File: src/csd_pkg.sv
// Purpose: Shared constants and carriers for the current-sense and DAC clamp register bank
// Assumes: 32-bit APB, one aligned word per register, byte address is four times the index
// Notes: Gain values are carried as four times the real gain so that all are whole numbers
package csd_pkg;

  localparam int CSD_AW = 8;
  localparam int CSD_IW = 6;

  // Register indices; byte address is index times four
  localparam logic [CSD_IW-1:0] CSD_IDX_BG = 6'h1c;
  localparam logic [CSD_IW-1:0] CSD_IDX_GAIN = 6'h1d;
  localparam logic [CSD_IW-1:0] CSD_IDX_CLAMP0 = 6'h1f;
  localparam logic [CSD_IW-1:0] CSD_IDX_CLAMP1 = 6'h20;

  // Writable bits and reset values
  localparam logic [15:0] CSD_BG_MASK = 16'h0f0f;
  localparam logic [15:0] CSD_GAIN_MASK = 16'hffff;
  localparam logic [15:0] CSD_CLAMP_MASK = 16'hffff;
  localparam logic [15:0] CSD_BG_RST = 16'h0000;
  localparam logic [15:0] CSD_GAIN_RST = 16'h0000;
  localparam logic [15:0] CSD_CLAMP_RST = 16'hff00;

  // Field positions
  localparam int CSD_BGEN_LSB = 0;
  localparam int CSD_FILT_LSB = 8;
  localparam int CSD_SLP_UNI_LSB = 0;
  localparam int CSD_SLP_BI_LSB = 4;
  localparam int CSD_SNZ_UNI_LSB = 8;
  localparam int CSD_SNZ_BI_LSB = 12;
  localparam int CSD_GAIN_W = 4;
  localparam int CSD_NCH = 4;

  // Gain codes and gain times four, code 0 rightmost
  localparam logic [3:0] CSD_GAIN_MAX_CODE = 4'ha;
  localparam logic [3:0] CSD_GAIN_DEF_CODE = 4'h0;
  localparam logic [10:0][11:0] CSD_GAIN_X4_TAB = {
    12'hc35, 12'h640, 12'h320, 12'h190, 12'h12c, 12'h0c8,
    12'h096, 12'h064, 12'h04b, 12'h032, 12'h019};

  typedef struct packed {
    logic psel;
    logic penable;
    logic pwrite;
    logic [CSD_AW-1:0] paddr;
    logic [31:0] pwdata;
  } csd_apb_req_t;

  typedef struct packed {
    logic [3:0] filt_en;
    logic [3:0] bg_en;
    logic [3:0][3:0] gain_code;
    logic [3:0][11:0] gain_x4;
  } csd_isense_cfg_t;

  typedef struct packed {
    logic [3:0] bi_clamp;
    logic [3:0] uni_clamp;
    logic [3:0] bi_snooze;
    logic [3:0] uni_snooze;
  } csd_dac_ctl_t;

  typedef struct packed {
    logic [15:0] bg;
    logic [15:0] gain;
    logic [15:0] clamp0;
    logic [15:0] clamp1;
    logic [1:0] pin_s1;
    logic [1:0] pin_s2;
    logic [31:0] rdata;
    csd_isense_cfg_t cfg;
    csd_dac_ctl_t dac;
  } csd_state_t;

endpackage

File: src/csd_gain_decode.sv
// Purpose: Decode one 4-bit current-sense gain code
// Assumes: Purely combinational, fed from a register
// Notes: Output gain is four times the real gain
module csd_gain_decode
(
  // Raw code
  input wire logic [3:0] code_raw,
  // Decoded result
  output logic [3:0] code_eff,
  output logic [11:0] gain_x4
);
  import csd_pkg::*;

  always_comb
  begin
    if (code_raw > CSD_GAIN_MAX_CODE)
    begin
      code_eff = CSD_GAIN_DEF_CODE;
    end
    else
    begin
      code_eff = code_raw;
    end
    gain_x4 = CSD_GAIN_X4_TAB[code_eff];
  end

endmodule

File: src/csd_regs.sv
// Purpose: APB register bank for current-sense setup and DAC clamp pin control
// Assumes: Clamp pins are asynchronous and active high
// Notes: Zero-wait slave; read data is captured in the setup cycle
//
// Added by the designer: the APB register port.
module csd_regs
(
  // Clock and reset
  input wire logic clk,
  input wire logic arst_n,
  // APB slave
  input wire csd_pkg::csd_apb_req_t apb_req,
  output logic pready,
  output logic [31:0] prdata,
  output logic pslverr,
  // Clamp pins
  input wire logic first_clamp_pin,
  input wire logic second_clamp_pin,
  // Block controls
  output csd_pkg::csd_isense_cfg_t isense_cfg,
  output csd_pkg::csd_dac_ctl_t dac_ctl
);
  import csd_pkg::*;

  csd_state_t st_reg;
  csd_state_t st_next;
  logic [CSD_NCH-1:0][3:0] dec_code;
  logic [CSD_NCH-1:0][11:0] dec_x4;
  logic [CSD_IW-1:0] idx;
  logic aligned;
  logic hit_bg;
  logic hit_gain;
  logic hit_c0;
  logic hit_c1;
  logic mapped;
  logic setup;
  logic access;
  logic wr;

  // Address decode
  assign idx = apb_req.paddr[CSD_AW-1:2];
  assign aligned = (apb_req.paddr[1:0] == 2'h0);
  assign hit_bg = aligned && (idx == CSD_IDX_BG);
  assign hit_gain = aligned && (idx == CSD_IDX_GAIN);
  assign hit_c0 = aligned && (idx == CSD_IDX_CLAMP0);
  assign hit_c1 = aligned && (idx == CSD_IDX_CLAMP1);
  assign mapped = hit_bg || hit_gain || hit_c0 || hit_c1;
  assign setup = apb_req.psel && !apb_req.penable;
  assign access = apb_req.psel && apb_req.penable;
  assign wr = access && apb_req.pwrite && mapped;

  // One decoder per channel
  genvar g;
  generate
    for (g = 0; g < CSD_NCH; g++)
    begin : gen_dec
      csd_gain_decode u_dec
      (
        .code_raw(st_reg.gain[g*CSD_GAIN_W +: CSD_GAIN_W]),
        .code_eff(dec_code[g]),
        .gain_x4(dec_x4[g])
      );
    end
  endgenerate

  always_comb
  begin
    st_next = st_reg;

    // Pin synchroniser
    st_next.pin_s1 = {second_clamp_pin, first_clamp_pin};
    st_next.pin_s2 = st_reg.pin_s1;

    // Register writes, reserved bits masked
    if (wr && hit_bg)
    begin
      st_next.bg = apb_req.pwdata[15:0] & CSD_BG_MASK;
    end
    if (wr && hit_gain)
    begin
      st_next.gain = apb_req.pwdata[15:0] & CSD_GAIN_MASK;
    end
    if (wr && hit_c0)
    begin
      st_next.clamp0 = apb_req.pwdata[15:0] & CSD_CLAMP_MASK;
    end
    if (wr && hit_c1)
    begin
      st_next.clamp1 = apb_req.pwdata[15:0] & CSD_CLAMP_MASK;
    end

    // Read data held for the access phase
    if (setup)
    begin
      st_next.rdata = 32'h0;
      if (hit_bg)
      begin
        st_next.rdata = {16'h0, st_reg.bg};
      end
      if (hit_gain)
      begin
        st_next.rdata = {16'h0, st_reg.gain};
      end
      if (hit_c0)
      begin
        st_next.rdata = {16'h0, st_reg.clamp0};
      end
      if (hit_c1)
      begin
        st_next.rdata = {16'h0, st_reg.clamp1};
      end
    end

    // Current-sense controls
    st_next.cfg.filt_en = st_next.bg[CSD_FILT_LSB +: CSD_NCH];
    st_next.cfg.bg_en = st_next.bg[CSD_BGEN_LSB +: CSD_NCH];
    st_next.cfg.gain_code = dec_code;
    st_next.cfg.gain_x4 = dec_x4;

    // Clamp when a pin is up and allowed; only the second sync stage feeds logic
    st_next.dac.bi_clamp =
      ({4{st_reg.pin_s2[0]}} & st_next.clamp0[CSD_SLP_BI_LSB +: 4]) |
      ({4{st_reg.pin_s2[1]}} & st_next.clamp1[CSD_SLP_BI_LSB +: 4]);
    st_next.dac.uni_clamp =
      ({4{st_reg.pin_s2[0]}} & st_next.clamp0[CSD_SLP_UNI_LSB +: 4]) |
      ({4{st_reg.pin_s2[1]}} & st_next.clamp1[CSD_SLP_UNI_LSB +: 4]);

    // Snooze only on a clamp by the same pin
    st_next.dac.bi_snooze =
      ({4{st_reg.pin_s2[0]}} & st_next.clamp0[CSD_SLP_BI_LSB +: 4] &
       st_next.clamp0[CSD_SNZ_BI_LSB +: 4]) |
      ({4{st_reg.pin_s2[1]}} & st_next.clamp1[CSD_SLP_BI_LSB +: 4] &
       st_next.clamp1[CSD_SNZ_BI_LSB +: 4]);
    st_next.dac.uni_snooze =
      ({4{st_reg.pin_s2[0]}} & st_next.clamp0[CSD_SLP_UNI_LSB +: 4] &
       st_next.clamp0[CSD_SNZ_UNI_LSB +: 4]) |
      ({4{st_reg.pin_s2[1]}} & st_next.clamp1[CSD_SLP_UNI_LSB +: 4] &
       st_next.clamp1[CSD_SNZ_UNI_LSB +: 4]);
  end

  always_ff @(posedge clk or negedge arst_n)
  begin
    if (!arst_n)
    begin
      st_reg <= '0;
      st_reg.bg <= CSD_BG_RST;
      st_reg.gain <= CSD_GAIN_RST;
      st_reg.clamp0 <= CSD_CLAMP_RST;
      st_reg.clamp1 <= CSD_CLAMP_RST;
      st_reg.cfg.gain_x4 <= {CSD_NCH{CSD_GAIN_X4_TAB[0]}};
    end
    else
    begin
      st_reg <= st_next;
    end
  end

  // Outputs
  assign pready = 1'b1;
  assign pslverr = access && !mapped;
  assign prdata = st_reg.rdata;
  assign isense_cfg = st_reg.cfg;
  assign dac_ctl = st_reg.dac;

  logic wr_bg;
  logic wr_gain;
  logic wr_c0;
  logic wr_c1;
  logic quiet;
  assign wr_bg = wr && hit_bg;
  assign wr_gain = wr && hit_gain;
  assign wr_c0 = wr && hit_c0;
  assign wr_c1 = wr && hit_c1;
  assign quiet = !apb_req.psel;
endmodule

File: config.mk
export PLATFORM = sky130hd
export DESIGN_NAME = csd_regs
export DESIGN_NICKNAME = d
export VERILOG_FILES = /design/src/csd_pkg.sv /design/src/csd_gain_decode.sv /design/src/csd_regs.sv
export SDC_FILE = /design/constraint.sdc
export NUM_CORES = 1
export LEC_CHECK = 0
export BUFFER_PORTS_ARGS = -buffer_cell sky130_fd_sc_hd__buf_2
export CAP_MARGIN = 30
export CORE_MARGIN = 5
export CORE_UTILIZATION = 40
export DETAILED_ROUTE_END_ITERATION = 16
export HOLD_SLACK_MARGIN = 0.08
export PLACE_DENSITY = 0.74
export SYNTH_ARGS = -nofsm -noshare
export SYNTH_HDL_FRONTEND = slang
export SYNTH_HIERARCHICAL = 1
export SYNTH_SLANG_ARGS = --single-unit
export TNS_END_PERCENT = 5
File: constraint.sdc
create_clock -name clk -period 1.6 [get_ports clk]
set_input_delay 0 -clock clk [delete_from_list [all_inputs] [get_ports clk]]
set_output_delay 0 -clock clk [all_outputs]
set_load 0.005 [all_outputs]
==> out/metrics.csv, run 1 <==
metric,value,unit
Total GRT Usage,0.1647,
Longest Clk Path Bufs,2,
Final GP Congestion,0.8782,
Initial DRC Count,588,
first-pass GRT wire length,31540,um
register area share after synthesis,0.4748,
via/cell ratio,5.058,
Post-Synthesis Cells,780,
Pwr Total,0.008690,W
Leak,4.643,nW
max FFs per register,70,
pwr/cell area,919.3,mW/mm^2
combinational share of power,0.073,
clk_skew,6.657,ps
grt ovf,0,
fin crit share,0.9735,
Die Area,0.02372,mm^2
outcome,finished clean,
dominant cell type by area after synthesis,dfrtp_1,
crit path capture type,register,
Post-synth EDFFs,0,
WL final,19290,um
Synth top area share,0.3861,
CP required,1960,ps
Post-Syn Area,0.008295,mm^2
critical path peak fanout,5,
YS warnings,6,
syn avg cell area,10.64,um^2
unique cell type count in the Yosys netlist,62,
vias in the first global route,5758,
Setup Crit Path Kind,register to register,
Residual DRC,0,
startpoint types,register,
Synth area leaders,"dfrtp_1 39%, buf_4 11%, dfstp_2 8.9%",
Max Cap Violations,0,
num rows,52,
WL/cell,17.01,um
CTS tree,yes,
Die Wd,154.0,um
Seq pwr share,0.475,
"most common cell after layout, fill and taps aside",buf_2,
layout cells sized above 1,0.4183,
nets,921,
"antenna viol nets, final",0,
Fill cells,1880,
power share of the clock group,0.451,
Core Area,0.02030,mm^2
Ports,169,
Hold Startpoint,apb_req[41],
RSZ-0062 raised after global routing,yes,
Internal,0.006607,W
Vias,5736,
die height,154.0,um
Min-Delay Path Class,input pin to register,
min cycle time layout,1558,ps
#FFs+latches synth,156,
Initial Util,0.4087,
clk sinks,156,
fmax,642.0,MHz
worst-skew pair later-pin latency,430,ps
Hold Slack,117.1,ps
fraction of registers with async set or reset after synthesis,1.000,
root buf cell,clkbuf_16,
Initial DRT Pass Iterations,5,
TritonCTS Buffers,17,
R2R Path Start,st_reg[157],
number of setup violations in the final report,0,
DPL Wire Length,13560,um
Fin. Hold Viols,0,
worst vdd rail ir drop,0.5785,mV
initial antenna violation count,1,
largest net degree at the start of global routing,56,
Area Growth Syn to Fin,13.95,%
CP Data Arrival Time,1920,ps
switching power,0.002083,W
H-tree depth,4,
Crit. Startpoint,st_reg[157],
Slew headroom,0.6672,
Buffers on Ports,135,
Sw Ratio,0.2397,
ys flop type,dfrtp_1,
max-slew violations,0,
"commonest non-fill, non-tap cells in the layout","134 x buf_2, 121 x dfrtp_1, 90 x nand2_1",
clk slew on worst S/H paths,60,ps
Worst Tran Pin Value,495.4,ps
==> layout make-up <==
type	count	area (um^2)	area share
antenna	1	2.502	0.0002647
sequential	156	3948	0.4176
timing repair buffer	202	1292	0.1367
multi-input combinational	459	3233	0.3420
clock inverter	12	112.6	0.01191
tap	270	337.8	0.03574
clock buffer	20	466.7	0.04937
inverter	14	60.06	0.006353
==> power groups by stage <==
stage	clock network (W)	registers, W	logic (W)
2_1_floorplan	0	0.00419	0.000400
3_3_place_gp	0	0.00419	0.000578
3_5_place_dp	0	0.00420	0.000589
4_1_cts	0.00401	0.00413	0.000636
5_1_grt	0.00418	0.00414	0.000711
6_report	0.00392	0.00413	0.000636
==> repair_timing <==
item | in CTS | in global routing
buffers inserted | 0 | 4
hold endpoints to repair | 227 | 0
pin swaps | 1 | 2
endpoints found under the setup margin | 5 | 12
hold buffers | 20 | 0
gates cloned | 0 | 0
resized for setup | 4 | 13
==> path summary, 6_finish.rpt <==
kind | depth (start not counted) | slack [ps] | end
max | 7 | 40 | isense_cfg[4]
min | 4 | 120 | prdata[11]
max reg2reg | 7 | 40 | isense_cfg[4]
min reg2reg | 0 | 350 | st_reg[120]
max in group asynchronous | 4 | 670 | st_reg[171]
min in group asynchronous | 2 | 130 | st_reg[154]
==> critical path, stage by stage (launching register included) <==
cell	delay, ps
dfrtp_2	440
o21ai_2	160
nand2_1	110
inv_2	80
ha_1	250
or2b_1	250
a21oi_1	140
nor2_1	50
==> through the flow <==
stage	setup slack (ps)	TNS, ps	std cells	instance area, um^2	utilization
3_3_place_gp	57.57	0	1076	8594	0.4234
3_5_place_dp	-1.037	-1.037	1076	8594	0.4234
4_1_cts	1.791	0	1128	9380	0.4621
2_1_floorplan	-28.13	-36.16	795	8369	-
5_1_grt	-48.93	-148.7	1134	9453	0.4657
6_report	42.34	0	1134	9453	0.4657
==> logic make-up (layout without fill, tap and decap cells) <==
logic type | after synthesis | in the layout | share of synthesized area
AOI/OAI and AO/OA | 106 | 106 | 0.08869
xor gates and xnor gates | 3 | 3 | 0.003168
DFF | 156 | 156 | 0.4748
muxes | 69 | 69 | 0.09668
buffers and inverters | 180 | 248 | 0.1475
other | 2 | 18 | 0.0009053
and+or+nand+nor | 240 | 240 | 0.1520
adders and majority gates | 24 | 24 | 0.03620
==> routing by layer <==
layer / global-route usage / share of wire / vias up
met5: 0 / 0 / -
met4: 0.06350 / 0.022 / 0
met3: 0.04328 / 0.071 / 32
met2: 0.2519 / 0.47 / 187
met1: 0.2244 / 0.44 / 2825
li1: - / - / 2692
==> cells in the mapped netlist (4+ instances only) <==
library cell / number
nand3_1: 40
nor2b_1: 4
buf_2: 17
ha_1: 24
dfrtp_1: 128
a22oi_1: 16
a21oi_1: 24
nand2_1: 94
dfstp_2: 28
mux2_4: 10
nor3b_1: 4
o21ai_1: 10
o2bb2ai_1: 8
clkbuf_1: 17
nand3_2: 6
a22o_1: 4
mux2_2: 46
o211ai_1: 6
or2b_1: 4
nand4_1: 18
nor2_1: 33
a31oi_1: 8
mux2i_1: 10
o21ai_0: 9
a41oi_1: 8
buf_6: 8
buf_4: 122
nor2_2: 5
inv_1: 10
No activity file was read; power rests on OpenSTA's default activity.
==> inputs of run 2 (changes only) <==
==> constraint.sdc (replaced) <==
create_clock -name clk -period 1.6 [get_ports clk]
set_input_delay 0.08 -clock clk [delete_from_list [all_inputs] [get_ports clk]]
set_output_delay 0.08 -clock clk [all_outputs]
set_load 0.005 [all_outputs]
==> run 2 against run 1 <==
Sequential share of layout area shrank 0.58 points. Register-to-register slack is essentially flat. Non-clock buffer count grew 6. Highest routed layer unchanged. Combinational power grew 2%. Via count shrank 0.16%. Sequential power is essentially flat. Sequential cell count is the same. Count of clock-buffer cells in the layout shrank 1. Maximum frequency shrank 0.46%. Clock skew grew 2.4 ps. Total power grew 1.0%.
==> out/metrics.csv, run 2 (synthesis gave the netlist of run 1 again) <==
metric,value,unit,change
fmax,639.1,MHz,-0.46%
R2R Path Start,st_reg[162],,
worst vdd rail ir drop,0.5558,mV,-3.9%
CP Data Arrival Time,1870,ps,-50 ps
combinational share of power,0.074,,about the same
crit-path max cell delay,400,ps,-40 ps
fin crit share,0.9780,,+0.004472
Post-Place Cell Area,0.008730,mm^2,+1.6%
Longest Clk Path Bufs,2,,unchanged
Die Wd,154.0,um,unchanged
setup TNS,0,ps,unchanged
Crit. Startpoint,st_reg[162],,
Min-Delay Path Class,input pin to async pin,,
largest net degree at the start of global routing,55,,-1.8%
grt ovf,0,,unchanged
first-pass GRT wire length,31260,um,-0.89%
WL/cell,16.92,um,-0.52%
"Critical Path, Cell by Cell","o21ai_0, nand2_1, inv_2, ha_2, mux2_1, o22ai_1, a21oi_1",,
DPL Wire Length,13620,um,+0.44%
number of setup violations in the final report,0,,unchanged
clk_skew,9.023,ps,+2.366 ps
Initial DRC Count,534,,-9.2%
via/cell ratio,5.024,,-0.68%
"Core Util, Final",0.4721,,+0.006410
Worst Tran Pin Value,558.8,ps,+63.40 ps
"most common cell after layout, fill and taps aside",buf_2,,
Residual DRC,0,,unchanged
nets,927,,+0.65%
Die Area,0.02372,mm^2,unchanged
max FFs per register,70,,unchanged
Core Area,0.02030,mm^2,unchanged
Buffers on Ports,135,,unchanged
"commonest non-fill, non-tap cells in the layout","134 x buf_2, 122 x dfrtp_1, 88 x nand2_1",,
Initial DRT Pass Iterations,5,,unchanged
"antenna viol nets, final",0,,unchanged
num rows,52,,unchanged
outcome,finished clean,,
Final GP Congestion,0.8526,,-2.9%
initial antenna violation count,1,,unchanged
clk slew on worst S/H paths,70,ps,about the same
Initial Util,0.4087,,unchanged
layout cells sized above 1,0.4269,,+0.008619
min cycle time layout,1565,ps,+7.155 ps
Max Cap Violations,0,,unchanged
TritonCTS Buffers,17,,unchanged
RSZ-0062 raised after global routing,yes,,
Leak,4.698,nW,+1.2%
Vias,5727,,-0.16%
Total GRT Usage,0.1635,,-0.001229
Fin. Hold Viols,0,,unchanged
Pwr Total,0.008781,W,+1.0%
final worst slack,35.19,ps,-7.155 ps
vias in the first global route,5640,,-2.0%
WL final,19290,um,about the same
Setup Crit Path Kind,register to register,,
Ports,169,,unchanged
max-slew violations,0,,unchanged
Sw Ratio,0.2377,,-0.002018
Area Growth Syn to Fin,15.52,%,
clk sinks,156,,unchanged
Slew headroom,0.6222,,-0.04497
critical path peak fanout,5,,unchanged
CP required,1910,ps,-50 ps
crit path capture type,register,,
startpoint types,register,,
worst-skew pair later-pin latency,430,ps,about the same
Internal,0.006694,W,+1.3%
Seq pwr share,0.470,,-0.005
root buf cell,clkbuf_16,,
fin area,0.009583,mm^2,+1.4%
slowest cell on the critical path,dfrtp_1,,
H-tree depth,4,,unchanged
pwr/cell area,916.3,mW/mm^2,-0.33%
switching power,0.002087,W,+0.20%
post-place setup slack,-21.69,ps,-20.66 ps
die height,154.0,um,unchanged
CTS tree,yes,,
power share of the clock group,0.456,,+0.005
run 2: cell count changes in the layout (fill, tap and decap cells not counted), sizes merged:
cell	previous run	this run
buf	182	189
bufinv	1	2
clkbuf	20	19
clkinv	7	5
clkinvlp	2	4
dlygate4sd3	20	19
run 2: through the flow:
stage                     hold slack, ps  std cells
after global routing               223.8       1140
after detailed placement           92.52       1084
after CTS                          195.3       1136
final                              185.8       1140
after floorplan                   -215.6        795
after global placement             92.47       1084
run 2: critical path: cells and delay by family, from the launching register on:
kind                       cells  cell delay, ps
adders and majority gates      1             190
and+or+nand+nor                1             170
AOI/OAI and AO/OA              3             320
muxes                          1             290
DFF                            1             400
buffers and inverters          1              80
run 2: area by class of cell:
class	instances	area (um^2)
multi-input cells	459	3247
clock buffers	19	442.9
flip-flops and latches	156	3946
inverters	14	60.06
diodes	1	2.502
well taps	270	337.8
repair buffers	208	1403
clock inverters	13	143.9
fillers	1878	10720
run 2: power groups by stage:
stage               logic (W)  registers, W  clock network, W
floorplan            0.000400       0.00419                 0
global placement     0.000602       0.00419                 0
detailed placement   0.000613       0.00420                 0
CTS                  0.000656       0.00413           0.00408
global route         0.000723       0.00414           0.00428
finish               0.000648       0.00413           0.00400
run 2: worst paths after layout:
check                                 end  slack, ps  cells after the start
max reg2reg                isense_cfg[14]         40                      7
max                        isense_cfg[14]         40                      7
min                        isense_cfg[46]        190                      2
min in group clk                prdata[3]        220                      4
max in group asynchronous     st_reg[154]        770                      3
min reg2reg                   st_reg[121]        350                      0
run 2: what timing repair did:
item	in CTS	in global routing
hold buffers	19	0
gates resized for setup	1	19
setup endpoints to repair	2	11
hold endpoints to repair	213	0
buffers inserted	1	3
pin swaps	0	4
run 2: layer usage:
metal / GRT usage / up-vias / wire, um / share of wire
met1: 0.2193 / 2809 / 8446 / 0.44
met5: 0 / - / 0 / 0
met3: 0.05537 / 29 / 1479 / 0.077
li1: - / 2707 / - / -
met4: 0.04794 / 0 / 346 / 0.018
met2: 0.2523 / 182 / 9019 / 0.47
